File: config.mk
export PLATFORM = sky130hd
export DESIGN_NAME = fesq_ctrl
export DESIGN_NICKNAME = d
export VERILOG_FILES = /design/src/core/fesq_pkg.sv /design/src/core/fesq_bus_cycle.sv /design/src/core/fesq_ctrl.sv
export SDC_FILE = /design/constraint.sdc
export NUM_CORES = 1
export LEC_CHECK = 0
export BUFFER_PORTS_ARGS = -buffer_cell sky130_fd_sc_hd__buf_2
export CELL_PAD_IN_SITES_DETAIL_PLACEMENT = 1
export CELL_PAD_IN_SITES_GLOBAL_PLACEMENT = 2
export CORE_MARGIN = 2
export CORE_UTILIZATION = 37
export CTS_CLUSTER_SIZE = 12
export DETAILED_ROUTE_END_ITERATION = 10
export PLACE_DENSITY = 0.88
export SYNTH_ARGS = -nofsm -noshare
export SYNTH_HDL_FRONTEND = slang
export SYNTH_SLANG_ARGS = --single-unit
File: constraint.sdc
create_clock -name i_clock -period 5.51 [get_ports i_clock]
set_input_delay 0.2755 -clock i_clock [delete_from_list [all_inputs] [get_ports i_clock]]
set_output_delay 0.2755 -clock i_clock [all_outputs]
set_load 0.02 [all_outputs]
File: src/core/fesq_pkg.sv
// constants shared by the flash command controller and its bus strobe engine
// assumes a 40 MHz clock and an 8-bit parallel flash with async strobes
package fesq_pkg;
   // ************************************************************
   // clock and timing
   // ************************************************************
   localparam int CLK_PERIOD_NS   = 25;
   localparam int LOAD_WINDOW_US  = 50;                                      // sector load window
   localparam int LOAD_WINDOW_CYC = (LOAD_WINDOW_US * 1000) / CLK_PERIOD_NS; // longest, round down
   localparam int SUSPEND_MAX_US  = 20;
   localparam int SUSPEND_MAX_CYC = (SUSPEND_MAX_US * 1000) / CLK_PERIOD_NS;
   localparam int STROBE_LOW_NS   = 100;                                     // write/read pulse width
   localparam int STROBE_LOW_CYC  = (STROBE_LOW_NS + CLK_PERIOD_NS - 1) / CLK_PERIOD_NS;
   localparam int STROBE_GAP_NS   = 50;
   localparam int STROBE_GAP_CYC  = (STROBE_GAP_NS + CLK_PERIOD_NS - 1) / CLK_PERIOD_NS;
   localparam int RESET_PULSE_NS  = 500;
   localparam int RESET_PULSE_CYC = (RESET_PULSE_NS + CLK_PERIOD_NS - 1) / CLK_PERIOD_NS;
   // ************************************************************
   // command table values
   // ************************************************************
   localparam logic [19:0] UNLOCK_ADDR1 = 20'h00555;
   localparam logic [19:0] UNLOCK_ADDR2 = 20'h002AA;
   localparam logic [7:0]  UNLOCK_DATA1 = 8'hAA;
   localparam logic [7:0]  UNLOCK_DATA2 = 8'h55;
   localparam logic [7:0]  CMD_ERASE_SETUP = 8'h80;
   localparam logic [7:0]  CMD_SECTOR_ERASE = 8'h30;
   localparam logic [7:0]  CMD_SUSPEND  = 8'hB0;
   localparam logic [7:0]  CMD_RESUME   = 8'h30;
   localparam logic [7:0]  CMD_PROG_SETUP = 8'hA0;
   localparam logic [7:0]  CMD_RESET    = 8'hF0;
   // ************************************************************
   // status bit positions on the data bus
   // ************************************************************
   localparam int DATA_POLL_POS    = 7;
   localparam int TOGGLE_POS       = 6;
   localparam int TIMEOUT_POS      = 5;
   localparam int SECTOR_TOG_POS   = 2;
   // ************************************************************
   // host-side control register map (word offsets on the plain port)
   // ************************************************************
   localparam logic [3:0] REG_CMD     = 4'h0;  // write: op code in [2:0]
   localparam logic [3:0] REG_ADDR    = 4'h1;  // flash address [19:0]
   localparam logic [3:0] REG_DATA    = 4'h2;  // program data [7:0]
   localparam logic [3:0] REG_STATUS  = 4'h3;  // read only
   localparam logic [3:0] REG_RDDATA  = 4'h4;  // last byte read from flash
   localparam logic [2:0] OP_PROGRAM  = 3'h1;
   localparam logic [2:0] OP_ERASE    = 3'h2;  // first sector
   localparam logic [2:0] OP_ADD_SECT = 3'h3;  // another sector in window
   localparam logic [2:0] OP_SUSPEND  = 3'h4;
   localparam logic [2:0] OP_RESUME   = 3'h5;
   localparam logic [2:0] OP_ABORT    = 3'h6;  // reset command byte
   localparam logic [2:0] OP_HWRESET  = 3'h7;  // pulse reset pin
   localparam logic [31:0] RST_ZERO   = 32'h00000000;
endpackage

File: src/core/fesq_bus_cycle.sv
// one asynchronous flash bus cycle: write or read with chip select and strobes
// assumes the flash samples address on falling and data on rising write edge
`timescale 1ns/100ps
module fesq_bus_cycle
   import fesq_pkg::*;
(
   input  wire logic        i_clock,     // 40 MHz
   input  wire logic        i_rst,       // sync, active high
   input  wire logic        i_start,     // pulse: begin a cycle
   input  wire logic        i_write,     // 1 write, 0 read
   input  wire logic [19:0] i_addr,      // flash address
   input  wire logic [7:0]  i_wdata,     // write byte
   input  wire logic [7:0]  i_dq_in,     // data pins in
   output logic             o_busy,      // cycle under way
   output logic             o_done,      // pulse: cycle finished
   output logic [7:0]       o_rdata,     // byte read
   output logic [19:0]      o_addr,      // address pins
   output logic [7:0]       o_dq_out,    // data pins out
   output logic             o_dq_oe,     // drive data pins
   output logic             o_ce_n,      // chip select
   output logic             o_we_n,      // write strobe
   output logic             o_oe_n       // output enable
);
   // ************************************************************
   // timing counter
   // ************************************************************
   logic [3:0] cnt;
   logic [1:0] phase;       // 0 idle 1 low 2 gap
   wire        low_end = (phase == 2'd1) && (cnt == 4'(STROBE_LOW_CYC - 1));
   wire        gap_end = (phase == 2'd2) && (cnt == 4'(STROBE_GAP_CYC - 1));

   // address, data and falling strobes are all set on the same edge; strobes rise before data leaves
   always_ff @(posedge i_clock) begin
      if (i_rst) begin
         phase <= 2'd0; cnt <= 4'h0; o_busy <= 1'b0; o_done <= 1'b0;
         o_rdata <= 8'h00; o_addr <= 20'h00000; o_dq_out <= 8'h00; o_dq_oe <= 1'b0;
         o_ce_n <= 1'b1; o_we_n <= 1'b1; o_oe_n <= 1'b1;
      end else begin
         o_done <= 1'b0;
         cnt    <= cnt + 4'h1;
         if (phase == 2'd0 && i_start) begin
            phase <= 2'd1; cnt <= 4'h0; o_busy <= 1'b1;
            o_addr <= i_addr; o_dq_out <= i_wdata; o_dq_oe <= i_write;
            o_ce_n <= 1'b0; o_we_n <= !i_write; o_oe_n <= i_write;
         end else if (low_end) begin
            phase <= 2'd2; cnt <= 4'h0;
            o_ce_n <= 1'b1; o_we_n <= 1'b1; o_oe_n <= 1'b1;
            o_rdata <= i_dq_in;   // sampled just before the strobe rises
         end else if (gap_end) begin
            phase <= 2'd0; o_busy <= 1'b0; o_done <= 1'b1; o_dq_oe <= 1'b0;
         end
      end
   end
endmodule

File: src/core/fesq_ctrl.sv
// host-side controller that drives a parallel NOR flash through its pins
// assumes a software master on a plain register port and one 40 MHz clock
//
// The strobed register port and the register addresses are this design's own decisions.
`timescale 1ns/100ps
// What this block does
// - erase is six writes, 80H then 30H
// - extra sectors within 50us else erase starts
// - program is four writes, last has data
// - hardware reset aborts, reissue program afterwards
// - read full byte only after toggle stops
// - reset byte after an erase failure returns read mode
module fesq_ctrl
   import fesq_pkg::*;
(
   input  wire logic        i_clock,       // 40 MHz
   input  wire logic        i_rst,         // sync, active high
   input  wire logic [3:0]  i_reg_addr,    // register index
   input  wire logic [31:0] i_reg_wdata,   // write data
   input  wire logic        i_reg_wr,      // write strobe
   input  wire logic        i_reg_rd,      // read strobe
   output logic [31:0]      o_reg_rdata,   // read data, one cycle later
   input  wire logic [7:0]  i_dq_in,       // flash data pins in
   input  wire logic        i_ready_busy_n,// shared pulled-up line level
   output logic [19:0]      o_addr,        // flash address
   output logic [7:0]       o_dq_out,      // flash data out
   output logic             o_dq_oe,       // drive flash data
   output logic             o_ce_n,        // chip select
   output logic             o_we_n,        // write strobe
   output logic             o_oe_n,        // output enable
   output logic             o_reset_n      // flash hardware reset
);
   typedef enum logic [3:0] {
      FS_IDLE   = 4'b0000,
      FS_SEQ    = 4'b0001,   // issuing command writes
      FS_WINDOW = 4'b0010,   // sector load window open
      FS_POLL   = 4'b0011,   // polling read pair
      FS_SUSP   = 4'b0100,   // waiting for suspend to settle
      FS_FINAL  = 4'b0101,   // extra read for settled byte
      FS_HWRST  = 4'b0110
   } fesq_state_t;

   // ************************************************************
   // state and registers
   // ************************************************************
   fesq_state_t state, next_state;
   logic [19:0] op_addr, cyc_addr, o_addr_w;             // operation, cycle and pin addresses
   logic [7:0]  op_data, last_byte, cyc_wdata, cyc_rdata, o_dq_out_w;
   logic [2:0]  op_kind, seq_idx, seq_len;               // operation, write index, length
   logic [15:0] tmr;
   logic        prev_toggle, first_poll;
   logic        suspended, erasing;                      // host view of the erase
   logic        done_ok, failed, refused;
   logic        cyc_start, cyc_write, cyc_busy, cyc_done, cyc_wr_q; // wr_q: last cycle wrote
   logic        o_ce_n_w, o_we_n_w, o_oe_n_w, o_dq_oe_w;

   // ************************************************************
   // command sequence tables
   // ************************************************************
   // address of write k of the current sequence; unlock pairs follow a fixed table
   function automatic logic [19:0] seq_addr(input logic [2:0] kind, input logic [2:0] k,
                                            input logic [19:0] a);
      if (kind == OP_PROGRAM)
         seq_addr = (k == 3'd1) ? UNLOCK_ADDR2 : (k == 3'd3) ? a : UNLOCK_ADDR1;
      else if (kind == OP_ERASE)
         seq_addr = (k == 3'd1 || k == 3'd4) ? UNLOCK_ADDR2 :
                    (k == 3'd5) ? a : UNLOCK_ADDR1;
      else
         seq_addr = a;
   endfunction

   function automatic logic [7:0] seq_data(input logic [2:0] kind, input logic [2:0] k,
                                           input logic [7:0] d);
      logic [7:0] unl;
      unl = (k[0] == 1'b0) ? UNLOCK_DATA1 : UNLOCK_DATA2;
      case (kind)
         OP_PROGRAM: seq_data = (k == 3'd2) ? CMD_PROG_SETUP : (k == 3'd3) ? d : unl;
         OP_ERASE: begin
            if (k == 3'd2)      seq_data = CMD_ERASE_SETUP;
            else if (k == 3'd5) seq_data = CMD_SECTOR_ERASE;
            else if (k < 3'd2)  seq_data = unl;
            else                seq_data = (k == 3'd3) ? UNLOCK_DATA1 : UNLOCK_DATA2;
         end
         OP_ADD_SECT: seq_data = CMD_SECTOR_ERASE;
         OP_SUSPEND:  seq_data = CMD_SUSPEND;
         OP_RESUME:   seq_data = CMD_RESUME;
         default:     seq_data = CMD_RESET;
      endcase
   endfunction

   // ************************************************************
   // decode of software orders
   // ************************************************************
   wire       cmd_wr   = i_reg_wr && (i_reg_addr == REG_CMD);
   wire [2:0] cmd_op   = i_reg_wdata[2:0];
   wire       in_prog  = (state != FS_IDLE) && (op_kind == OP_PROGRAM);
   // suspend is meaningful only while an erase runs; resume only when suspended
   wire       ok_susp  = erasing && !suspended && (state == FS_POLL || state == FS_WINDOW);
   wire       ok_res   = suspended && (state == FS_IDLE);
   wire       ok_add   = (state == FS_WINDOW);
   wire       ok_prog  = (state == FS_IDLE);
   wire       ok_erase = (state == FS_IDLE) && !suspended;
   wire       accept   = cmd_wr && ((cmd_op == OP_HWRESET) || (!in_prog && (
                         (cmd_op == OP_PROGRAM && ok_prog) || (cmd_op == OP_ERASE && ok_erase) ||
                         (cmd_op == OP_ADD_SECT && ok_add) || (cmd_op == OP_SUSPEND && ok_susp) ||
                         (cmd_op == OP_RESUME && ok_res) ||
                         (cmd_op == OP_ABORT && (failed || state == FS_IDLE)))));
   wire [2:0] seq_n    = (cmd_op == OP_PROGRAM) ? 3'd4 : (cmd_op == OP_ERASE) ? 3'd6 : 3'd1;
   wire       win_out  = (state == FS_WINDOW) && (tmr == 16'(LOAD_WINDOW_CYC - 5));    // margin
   wire       tog_now  = cyc_rdata[TOGGLE_POS];
   wire       stopped  = !first_poll && (tog_now == prev_toggle);
   wire       tmo_now  = cyc_rdata[TIMEOUT_POS];
   wire       seq_done = cyc_done && cyc_wr_q;    // a poll read still in flight is no write

   // ************************************************************
   // state transitions
   // ************************************************************
   always_comb begin
      next_state = state;
      case (state)
         FS_IDLE:   if (accept) next_state = (cmd_op == OP_HWRESET) ? FS_HWRST : FS_SEQ;
         FS_SEQ:    if (seq_done && seq_idx == seq_len - 3'd1)
                       next_state = (op_kind == OP_ERASE || op_kind == OP_ADD_SECT) ? FS_WINDOW :
                                    (op_kind == OP_SUSPEND) ? FS_SUSP :
                                    (op_kind == OP_ABORT) ? FS_IDLE : FS_POLL;
         FS_WINDOW: if (accept) next_state = (cmd_op == OP_HWRESET) ? FS_HWRST : FS_SEQ;
                    else if (win_out) next_state = FS_POLL;
         FS_POLL:   if (accept)
                       next_state = (cmd_op == OP_HWRESET) ? FS_HWRST : FS_SEQ;
                    else if (cyc_done && stopped) next_state = FS_FINAL;
         FS_SUSP:   if (tmr == 16'(SUSPEND_MAX_CYC)) next_state = FS_IDLE;
         FS_FINAL:  if (cyc_done) next_state = FS_IDLE;
         FS_HWRST:  if (tmr == 16'(RESET_PULSE_CYC)) next_state = FS_IDLE;
         default:   next_state = FS_IDLE;
      endcase
      if (accept && cmd_op == OP_HWRESET) next_state = FS_HWRST;
   end

   // bus cycle requests: writes while sequencing, reads back to back while polling
   assign cyc_start = !cyc_busy && !cyc_done &&
                      (state == FS_SEQ || state == FS_POLL || state == FS_FINAL);
   assign cyc_write = (state == FS_SEQ);
   assign cyc_addr  = (state == FS_SEQ) ? seq_addr(op_kind, seq_idx, op_addr) : op_addr;
   assign cyc_wdata = seq_data(op_kind, seq_idx, op_data);

   // ************************************************************
   // sequencing registers
   // ************************************************************
   always_ff @(posedge i_clock) begin
      if (i_rst) begin
         state <= FS_IDLE; op_kind <= 3'h0; seq_idx <= 3'h0; seq_len <= 3'h1;
         tmr <= 16'h0000; prev_toggle <= 1'b0; first_poll <= 1'b1;
         suspended <= 1'b0; erasing <= 1'b0; cyc_wr_q <= 1'b0;
      end else begin
         state <= next_state;
         tmr   <= (next_state != state) ? 16'h0000 : tmr + 16'h0001;
         if (state == FS_WINDOW && cyc_done) tmr <= 16'h0000;   // window counts from cycle end, after the gap
         if (accept) begin
            op_kind <= cmd_op; seq_idx <= 3'h0; seq_len <= seq_n; first_poll <= 1'b1;
            if (cmd_op == OP_RESUME) suspended <= 1'b0;
            if (cmd_op == OP_HWRESET || cmd_op == OP_ABORT) begin
               suspended <= 1'b0; erasing <= 1'b0;
            end
            if (cmd_op == OP_ERASE) erasing <= 1'b1;
         end else if (state == FS_SEQ && seq_done) begin
            seq_idx <= seq_idx + 3'd1;
            if (op_kind == OP_RESUME) op_kind <= OP_ERASE;
         end
         if (cyc_start) cyc_wr_q <= cyc_write;
         if (state == FS_POLL && cyc_done) begin
            prev_toggle <= tog_now; first_poll <= 1'b0;
         end
         if (state == FS_SUSP && next_state == FS_IDLE) suspended <= 1'b1;
         if (state == FS_FINAL && cyc_done && op_kind != OP_PROGRAM) erasing <= 1'b0;
      end
   end

   // completion reporting; a new order clears done and refused, only abort or hardware reset clears failed, and a finish in that cycle wins
   always_ff @(posedge i_clock) begin
      if (i_rst) begin
         done_ok <= 1'b0; failed <= 1'b0; refused <= 1'b0; last_byte <= 8'h00;
      end else begin
         if (accept) begin
            done_ok <= 1'b0; refused <= 1'b0;
         end
         if (accept && (cmd_op == OP_ABORT || cmd_op == OP_HWRESET)) failed <= 1'b0;
         if (cmd_wr && !accept) refused <= 1'b1;
         if (state == FS_POLL && cyc_done && !stopped && !first_poll && tmo_now)
            failed <= 1'b1;
         if (state == FS_FINAL && cyc_done) begin
            done_ok <= 1'b1; last_byte <= cyc_rdata;
         end
      end
   end

   // ************************************************************
   // register port
   // ************************************************************
   wire [31:0] status_word = {21'h000000, i_ready_busy_n, erasing, suspended,
                              refused, failed, done_ok, state != FS_IDLE, state};
   always_ff @(posedge i_clock) begin
      if (i_rst) begin
         o_reg_rdata <= RST_ZERO; op_addr <= 20'h00000; op_data <= 8'hFF;
      end else begin
         if (i_reg_wr && i_reg_addr == REG_ADDR && !in_prog) op_addr <= i_reg_wdata[19:0];
         if (i_reg_wr && i_reg_addr == REG_DATA && !in_prog) op_data <= i_reg_wdata[7:0];
         if (!i_reg_rd)                    o_reg_rdata <= RST_ZERO;
         else if (i_reg_addr == REG_STATUS) o_reg_rdata <= status_word;
         else if (i_reg_addr == REG_ADDR)  o_reg_rdata <= {12'h000, op_addr};
         else if (i_reg_addr == REG_DATA)  o_reg_rdata <= {24'h000000, op_data};
         else if (i_reg_addr == REG_RDDATA) o_reg_rdata <= {24'h000000, last_byte};
         else                              o_reg_rdata <= RST_ZERO;
      end
   end

   // ************************************************************
   // pins
   // ************************************************************
   fesq_bus_cycle u_cycle (
      .i_clock  (i_clock),
      .i_rst    (i_rst),
      .i_start  (cyc_start),
      .i_write  (cyc_write),
      .i_addr   (cyc_addr),
      .i_wdata  (cyc_wdata),
      .i_dq_in  (i_dq_in),
      .o_busy   (cyc_busy),
      .o_done   (cyc_done),
      .o_rdata  (cyc_rdata),
      .o_addr   (o_addr_w),
      .o_dq_out (o_dq_out_w),
      .o_dq_oe  (o_dq_oe_w),
      .o_ce_n   (o_ce_n_w),
      .o_we_n   (o_we_n_w),
      .o_oe_n   (o_oe_n_w)
   );
   // the sub-block registers its pins already; this stage keeps all outputs registered
   always_ff @(posedge i_clock) begin
      if (i_rst) begin
         o_addr <= 20'h00000; o_dq_out <= 8'h00; o_dq_oe <= 1'b0;
         o_ce_n <= 1'b1; o_we_n <= 1'b1; o_oe_n <= 1'b1; o_reset_n <= 1'b1;
      end else begin
         o_addr <= o_addr_w; o_dq_out <= o_dq_out_w; o_dq_oe <= o_dq_oe_w;
         o_ce_n <= o_ce_n_w; o_we_n <= o_we_n_w; o_oe_n <= o_oe_n_w;
         o_reset_n <= (next_state != FS_HWRST);
      end
   end

   // ************************************************************
   // checks
   // ************************************************************
   chk_window_close: assert property (@(posedge i_clock) disable iff (i_rst)
      (state == FS_WINDOW && win_out && !accept) |=> (state == FS_POLL))
      else $error("load window did not close into polling");
   chk_suspend_gate: assert property (@(posedge i_clock) disable iff (i_rst)
      (accept && cmd_op == OP_SUSPEND) |-> erasing && !suspended)
      else $error("suspend accepted without running erase");
   chk_resume_gate: assert property (@(posedge i_clock) disable iff (i_rst)
      (accept && cmd_op == OP_RESUME) |=> !suspended)
      else $error("resume did not clear suspend");
   chk_prog_ignore: assert property (@(posedge i_clock) disable iff (i_rst)
      (cmd_wr && in_prog && cmd_op != OP_HWRESET) |=> refused)
      else $error("order during programming not refused");
   chk_we_pins: assert property (@(posedge i_clock) disable iff (i_rst)
      $fell(o_we_n) |-> !o_ce_n && o_dq_oe && o_oe_n)
      else $error("write strobe without select and data");
   chk_hw_reset: assert property (@(posedge i_clock) disable iff (i_rst)
      (accept && cmd_op == OP_HWRESET) |=> !o_reset_n)
      else $error("hardware reset pin not pulsed");
   chk_done_pair: assert property (@(posedge i_clock) disable iff (i_rst)
      (state == FS_POLL && next_state == FS_FINAL) |-> !first_poll && tog_now == prev_toggle)
      else $error("completion without two equal toggle reads");
   chk_susp_time: assert property (@(posedge i_clock) disable iff (i_rst)
      (state == FS_SUSP) |-> ##[0:850] (state != FS_SUSP))
      else $error("suspend wait too long");
endmodule

# --- Yosys cells after proc, flatten, opt, wreduce, memory -nomap -nowiden ---
# Index checks and enable logic that the tools add are counted.
classes:
  addsub: 4
  order_cmp: 1
  n_eq_ne: 41
  n_mux: 64
  bitwise_logic: 2
  n_reduce_logical: 93
op_table:
  columns: ["operator", "n"]
  rows:
  - ["20-bit two-way mux", 8]
  - ["8-bit two-way mux", 9]
  - ["1-bit logical AND", 40]
  - ["4-bit two-way mux", 10]
  - ["8-bit case mux with 4 select lines", 1]
  - ["4-bit case mux with 7 select lines", 1]
  - ["3-bit equality test, second input constant", 9]
  - ["3-bit two-way mux", 8]
  - ["1-bit two-way mux", 23]
  - ["2-bit nonzero test", 11]
  - ["4-bit by 2-bit equality test with 1-bit output, second input constant", 5]
  - ["3-bit by 2-bit equality test with 1-bit output, second input constant", 6]
  - ["16-bit by 1-bit adder with 16-bit output, second input constant", 1]
  - ["16-bit by 10-bit equality test with 1-bit output, second input constant", 1]
  - ["16-bit by 11-bit equality test with 1-bit output, second input constant", 1]
  - ["16-bit by 5-bit equality test with 1-bit output, second input constant", 1]
  - ["4-bit by 3-bit equality test with 1-bit output, second input constant", 4]
  - ["1-bit logical OR", 13]
  - ["4-bit by 1-bit equality test with 1-bit output, second input constant", 3]
  - ["4-bit zero test", 3]
  - ["11-bit two-way mux", 1]
  - ["2-bit AND reduction", 5]
  - ["2-bit OR reduction", 5]
  - ["3-bit by 1-bit equality test with 1-bit output, second input constant", 3]
  - ["other kinds (20)", 33]
word_totals:
  reg_bits: 186
  inputBits: 49
  output_inout_bits: 65
  elab_cells: 243

# --- Longest topological paths before layout ---
logic_depth:
  depth_word: 18
  ltp_mapped: 10
  mapped_depth_nobuf: 9

# --- By module ---
# A second synthesis with hierarchy kept.
unflattened:
  hier_cells: 897
  hier_area_um2: 7547.2
modules_own_cells:
  columns: ["mod", "n_inst", "cells_per_inst", "area_per_inst_um2", "seq_area_each_um2"]
  rows:
  - ["fesq_ctrl", 1, 692, 5745.5, 2522.4]
  - ["fesq_bus_cycle", 1, 205, 1801.7, 960.9]

# --- Worst setup path after synthesis ---
# No wires, ideal clock.
synth_timing:
  path_type: "reg-to-reg"
  start: "register op_kind[0]"
  end: "register tmr[10]"
  setup_time_ns: 0.088
  t_arrival_ns: 2.260
  required_time_ns: 5.422
  slack_ns: 3.162
  stages_incl_launch_ff: 10
  path_buffers: 2
  period_less_slack_ns: 2.348
  cell_sequence: "dfxtp_1 > or3b_1 > clkbuf_2 > o211a_1 > nand2_2 > a2bb2oi_4 > a21oi_2 > mux2i_4 > buf_4 > nor4_2"
synth_between:
  elab_chain_cells: 11
  word_cells_on_any_way: 23
synth_lines:
  columns: ["item", "line_no", "source"]
  rows:
  - ["start, declared", "fesq_ctrl.sv:49", "logic [2:0] op_kind, seq_idx, seq_len;"]
  - ["start signal, assigned", "fesq_ctrl.sv:151", "state <= FS_IDLE; op_kind <= 3'h0; seq_idx <= 3'h0; seq_len <= 3'h1;"]
  - ["start signal, assigned", "fesq_ctrl.sv:159", "op_kind <= cmd_op; seq_idx <= 3'h0; seq_len <= seq_n; first_poll <= 1'b1;"]
  - ["start signal, assigned", "fesq_ctrl.sv:167", "if (op_kind == OP_RESUME) op_kind <= OP_ERASE;"]
  - ["3-bit by 1-bit equality test with 1-bit output", "fesq_ctrl.sv:96", "wire in_prog = (state != FS_IDLE) && (op_kind == OP_PROGRAM);"]
  - ["1-bit logical AND", "fesq_ctrl.sv:96", null]
  - ["1-bit zero test", "fesq_ctrl.sv:103", "wire accept = cmd_wr && ((cmd_op == OP_HWRESET) || (!in_prog && ("]
  - ["1-bit logical AND", "fesq_ctrl.sv:103", null]
  - ["1-bit logical OR", "fesq_ctrl.sv:103", null]
  - ["1-bit logical AND", "fesq_ctrl.sv:103", null]
  - ["4-bit two-way mux (on tied branches)", "fesq_ctrl.sv:128, fesq_ctrl.sv:121, fesq_ctrl.sv:126", null]
  - ["4-bit case mux with 7 select lines", "fesq_ctrl.sv:120", "case (state)"]
  - ["4-bit two-way mux *", "fesq_ctrl.sv:136", "if (accept && cmd_op == OP_HWRESET) next_state = FS_HWRST;"]
  - ["4-bit inequality test *", "fesq_ctrl.sv:156", "tmr <= (next_state != state) ? 16'h0000 : tmr + 16'h0001;"]
  - ["3-bit OR reduction (no line) *", null, null]
  - ["end signal, assigned", "fesq_ctrl.sv:156", null]
  - ["end, declared", "fesq_ctrl.sv:50", "logic [15:0] tmr;"]
# Every way passes the cells marked *; elsewhere a longest branch is shown, timed or not.
# A chain may end at the register's enable or synchronous reset.

# --- Worst setup path after layout ---
layout_timing:
  start: "register state[0]"
  end: "register tmr[3]"
layout_between:
  elab_chain_cells: 16
  word_cells_on_any_way: 45
layout_lines:
  columns: ["item", "line_no", "source"]
  rows:
  - ["start, declared", "fesq_ctrl.sv:46", "fesq_state_t state, next_state;"]
  - ["start signal, assigned", "fesq_ctrl.sv:155", "state <= next_state;"]
  - ["4-bit zero test", null, null]
  - ["1-bit logical AND", "fesq_ctrl.sv:102", "wire ok_erase = (state == FS_IDLE) && !suspended;"]
  - ["1-bit logical AND", "fesq_ctrl.sv:104", "(cmd_op == OP_PROGRAM && ok_prog) || (cmd_op == OP_ERASE && ok_erase) ||"]
  - ["1-bit logical OR (2 in series)", "fesq_ctrl.sv:104", null]
  - ["1-bit logical OR (2 in series)", "fesq_ctrl.sv:105", "(cmd_op == OP_ADD_SECT && ok_add) || (cmd_op == OP_SUSPEND && ok_susp) ||"]
  - ["1-bit logical OR", "fesq_ctrl.sv:106", "(cmd_op == OP_RESUME && ok_res) ||"]
  - ["1-bit logical AND", "fesq_ctrl.sv:103", null]
  - ["1-bit logical OR", "fesq_ctrl.sv:103", null]
  - ["1-bit logical AND", "fesq_ctrl.sv:103", null]
  - ["4-bit two-way mux (on tied branches)", "fesq_ctrl.sv:128, fesq_ctrl.sv:121, fesq_ctrl.sv:126", null]
  - ["4-bit case mux with 7 select lines", "fesq_ctrl.sv:120", null]
  - ["4-bit two-way mux", "fesq_ctrl.sv:136", null]
  - ["4-bit inequality test", "fesq_ctrl.sv:156", null]
  - ["3-bit OR reduction (no line) *", null, null]
# Marks and branches as above.

==> results.py <==
metrics = {
    "flow_run": {
        "drv_cap": 0,
    },
    "sta": {
        "slew_viol_final": 0,
        "finalCritPeriodShare": 0.600,
        "worst_pin_slew_ns": 1.05,
        "finalClockSkew_ns": 0.00831,
        "worst_slack_ns": 2.21,
        "hold_viol_final": 0,
        "rsz0062_at_grt": "no",
        "slew_headroom": 0.300,
        "whs_ns": 0.0725,
        "finalSetupTns_ns": 0,
        "setup_viol": 0,
        "finalCriticalPeriod_ns": 3.30,
        "clock.fmax_ghz": 0.303,
    },
    "clock_tree": {
        "cts_root_buffer": "clkbuf_16",
        "clockBufferDepth": 2,
        "cts_buffers": 17,
        "cts_hold_buffers": 0,
        "cts_max_level": 4,
        "clk_latency_ns": 0.44,
        "cts_resized": 0,
        "path_clk_slew_ns": 0.07,
        "cts.sinks": 174,
        "cts_tree": "built",
        "post_cts_buffers": 0,
    },
    "floorplanning": {
        "ios": 114,
        "fp.dieW_um": 146,
        "dieArea_um2": 21400,
        "row_count": 52,
        "core_um2": 20000,
        "die-height_um": 146,
        "initial_core_util": 0.373,
    },
    "setup_path": {
        "cp-start-kind": "flop",
        "critPathMaxFanout": 22,
        "cpMostUsedCell": "nand2_1",
        "slowest_stage": "xnor2_2",
        "path_class": "flop to flop",
        "r2r_end": "tmr[3]$_SDFF_PP0_",
        "path_cells": "nand2_1, nor4b_4, nand2_1, nor3_1, a311oi_4, xnor2_2, nor4_1",
        "cp-end-kind": "flop",
        "r2r_start": "state[0]$_SDFF_PP0_",
        "cp_data_required_time_ns": 5.79,
        "worstRegToRegCells": 7,
        "worstPathArrival_ns": 3.58,
        "cpPeakStageDelay_ns": 0.85,
        "reg2reg_slack_ns": 2.21,
    },
    "place": {
        "post-dp-hpwl_um": 13700,
        "gp_congestion": 0.834,
        "dp.cells": 1155,
        "dpl_worst_slack_ns": 2.21,
        "portBuffers": 89,
    },
    "synth": {
        "synthCells": 842,
        "seq_area_frac_synth": 0.466,
        "syn_area_um2": 7480,
        "ys_types": 73,
        "synthArstFlopShare": 0,
        "synth_warnings": 0,
        "synth_edf_count": 0,
        "syn_area_per_cell_um2": 8.88,
        "synth-seq-cells": 174,
        "yosys_most_used_dff": "dfxtp_1",
    },
    "run_status": {
        "status": "finished clean",
    },
    "worst_hold_path": {
        "whs_endpoint": "u_cycle.o_rdata[3]$_SDFFE_PP0P_",
        "hp-class": "primary input to flop",
        "hold_start": "i_dq_in[3]",
        "whs_path_depth": 3,
    },
    "finish": {
        "fillers": 2384,
        "n_antenna_cell": 0,
        "drive_gt1_frac": 0.181,
        "fin_cells": 1187,
        "layout.nets": 963,
        "syn_to_final_growth_pct": 15.8,
    },
    "pwr": {
        "switching_power_uw": 678,
        "clockPowerShare": 0.469,
        "ir_drop_mv": 0.186,
        "switching_share": 0.262,
        "p_per_area_nw_per_um2": 299,
        "comb_power_share": 0.040,
        "internal_power_uw": 1910,
        "leakagePower_uw": 0.00346,
        "sequentialPowerShare": 0.491,
    },
    "drt": {
        "dr.pass1.iters": 5,
        "vias_per_cell": 5.09,
        "wl_per_cell_um": 16.3,
        "drtIter0Drc": 251,
        "dr_total_vias": 6036,
        "wirelength_um": 19400,
        "postRouteAntennaNets": 0,
        "drcViolationCount": 0,
    },
    "global_route": {
        "grt_max_degree": 66,
        "gr-total-overflow": 0,
        "grt_use_met3": 0.0400,
        "busiest_layer": "met2",
        "antenna_found_initial": 1,
        "track_usage": 0.185,
        "grt_pass1_wl_um": 31700,
        "grt_pass1_vias": 6073,
        "grt_use_met1": 0.248,
        "grt_use_met2": 0.295,
    },
}
## per-stage QoR
step           total power, uW   util  cell area, um2
3_5_place_dp              1410  0.402            8050
3_3_place_gp              1400  0.402            8050
6_report                  2590  0.432            8660
4_1_cts                   2630  0.432            8660
5_1_grt                   2690  0.432            8660
2_1_floorplan             1380      -            7520
## power by group through the flow
stage	clock network, uW	registers, uW	logic [uW]
global placement	0	1300	101
CTS	1250	1270	104
detailed placement	0	1300	103
floorplan	0	1300	75.3
global route	1300	1270	115
finish	1220	1270	103
## layout by cell type, fill, tap and decap left out, drive strengths merged, types with 4 or more instances in the layout
cell type / Yosys / layout
conb: 1 / 13
a21oi: 65 / 65
or2: 6 / 6
xor2: 9 / 9
ha: 10 / 10
clkinv: 0 / 7
o21ai: 35 / 35
inv: 22 / 30
xnor2: 13 / 13
a22o: 10 / 10
nand2: 74 / 74
and2: 10 / 10
nand4b: 5 / 5
nand3b: 4 / 4
mux2i: 28 / 28
nand3: 17 / 17
a211o: 9 / 9
nand4: 5 / 5
a211oi: 8 / 8
nor2: 116 / 116
nor2b: 37 / 37
nor3: 34 / 34
nor4: 19 / 19
clkbuf: 37 / 17
buf: 27 / 95
a311oi: 4 / 4
nor4b: 4 / 4
dfxtp: 174 / 174
or3: 6 / 6
nand2b: 7 / 7
## worst max-delay path by stage
stage,slack [ns],from,end,cells after the start
final,2.21,state[0]$_SDFF_PP0_,tmr[3]$_SDFF_PP0_,7
after global routing,1.94,state[0]$_SDFF_PP0_,tmr[6]$_SDFF_PP0_,7
after CTS,2.20,state[0]$_SDFF_PP0_,tmr[3]$_SDFF_PP0_,7
after detailed placement,2.21,state[0]$_SDFF_PP0_,tmr[3]$_SDFF_PP0_,7
after global placement,2.29,state[0]$_SDFF_PP0_,tmr[2]$_SDFF_PP0_,7
after floorplan,3.16,op_kind[0]$_SDFFE_PP0P_,tmr[10]$_SDFF_PP0_,9
## Yosys cell counts, types with 7 or more instances
library cell / instances / area [um2]
a22o_1: 10 / 87.6
xnor2_1: 12 / 105
buf_2: 11 / 55.1
o21ai_0: 35 / 175
ha_1: 10 / 125
clkbuf_1: 36 / 135
mux2i_1: 27 / 270
nand2b_1: 7 / 43.8
nor2b_1: 37 / 231
and2_1: 10 / 62.6
a211oi_1: 8 / 60.1
nor3_1: 34 / 170
dfxtp_1: 174 / 3480
nor2_1: 116 / 435
a21oi_1: 64 / 320
inv_1: 22 / 82.6
buf_4: 13 / 97.6
nand3_1: 16 / 80.1
nor4_2: 10 / 125
nor4_1: 7 / 43.8
nand2_1: 72 / 270
xor2_1: 9 / 78.8
a211o_1: 9 / 78.8
## critical path, delay by kind of cell (launching register included)
| kind | cells | cell delay [ns] |
|---|---|---|
| flip-flops | 1 | 0.81 |
| AO/OA/AOI/OAI | 1 | 0.10 |
| AND/OR/NAND/NOR | 5 | 1.39 |
| XOR/XNOR | 1 | 0.85 |
## flip-flops by register name, summed over array words and instances (netlist names), 3 cells and up
name / flops
o_addr: 20
o_reg_rdata: 20
op_addr: 20
u_cycle.o_addr: 20
tmr: 16
last_byte: 8
o_dq_out: 8
op_data: 8
u_cycle.o_dq_out: 8
u_cycle.o_rdata: 8
state: 4
u_cycle.cnt: 4
op_kind: 3
seq_idx: 3
seq_len: 3
## metal layers
| layer | wire length [um] | part of all wire |
|---|---|---|
| met5 | 13 | 0.00067 |
| met4 | 461 | 0.024 |
| met3 | 739 | 0.038 |
| met2 | 8900 | 0.46 |
| met1 | 9250 | 0.48 |
## logic make-up (layout without fill, tap and decap cells)
logic type | Yosys count | after routing | synth area share
simple gates | 359 | 359 | 0.253
flops | 174 | 174 | 0.466
compound gates | 161 | 161 | 0.142
buf+inv | 86 | 149 | 0.0527
mux | 28 | 28 | 0.0391
xor+xnor | 23 | 23 | 0.0299
fa+ha+maj | 10 | 10 | 0.0167
other cells | 1 | 13 | 0.000501
## layout make-up
cell class | instances | area [um2] | area share
Sequential cell | 174 | 3480 | 0.402
Multi-Input combinational cell | 594 | 3650 | 0.422
Timing Repair Buffer | 95 | 493 | 0.0569
Clock buffer | 17 | 425 | 0.0491
Clock inverter | 15 | 184 | 0.0212
Tap cell | 270 | 338 | 0.0390
Inverter | 22 | 82.6 | 0.00954
(Power assumes the default switching activity.)
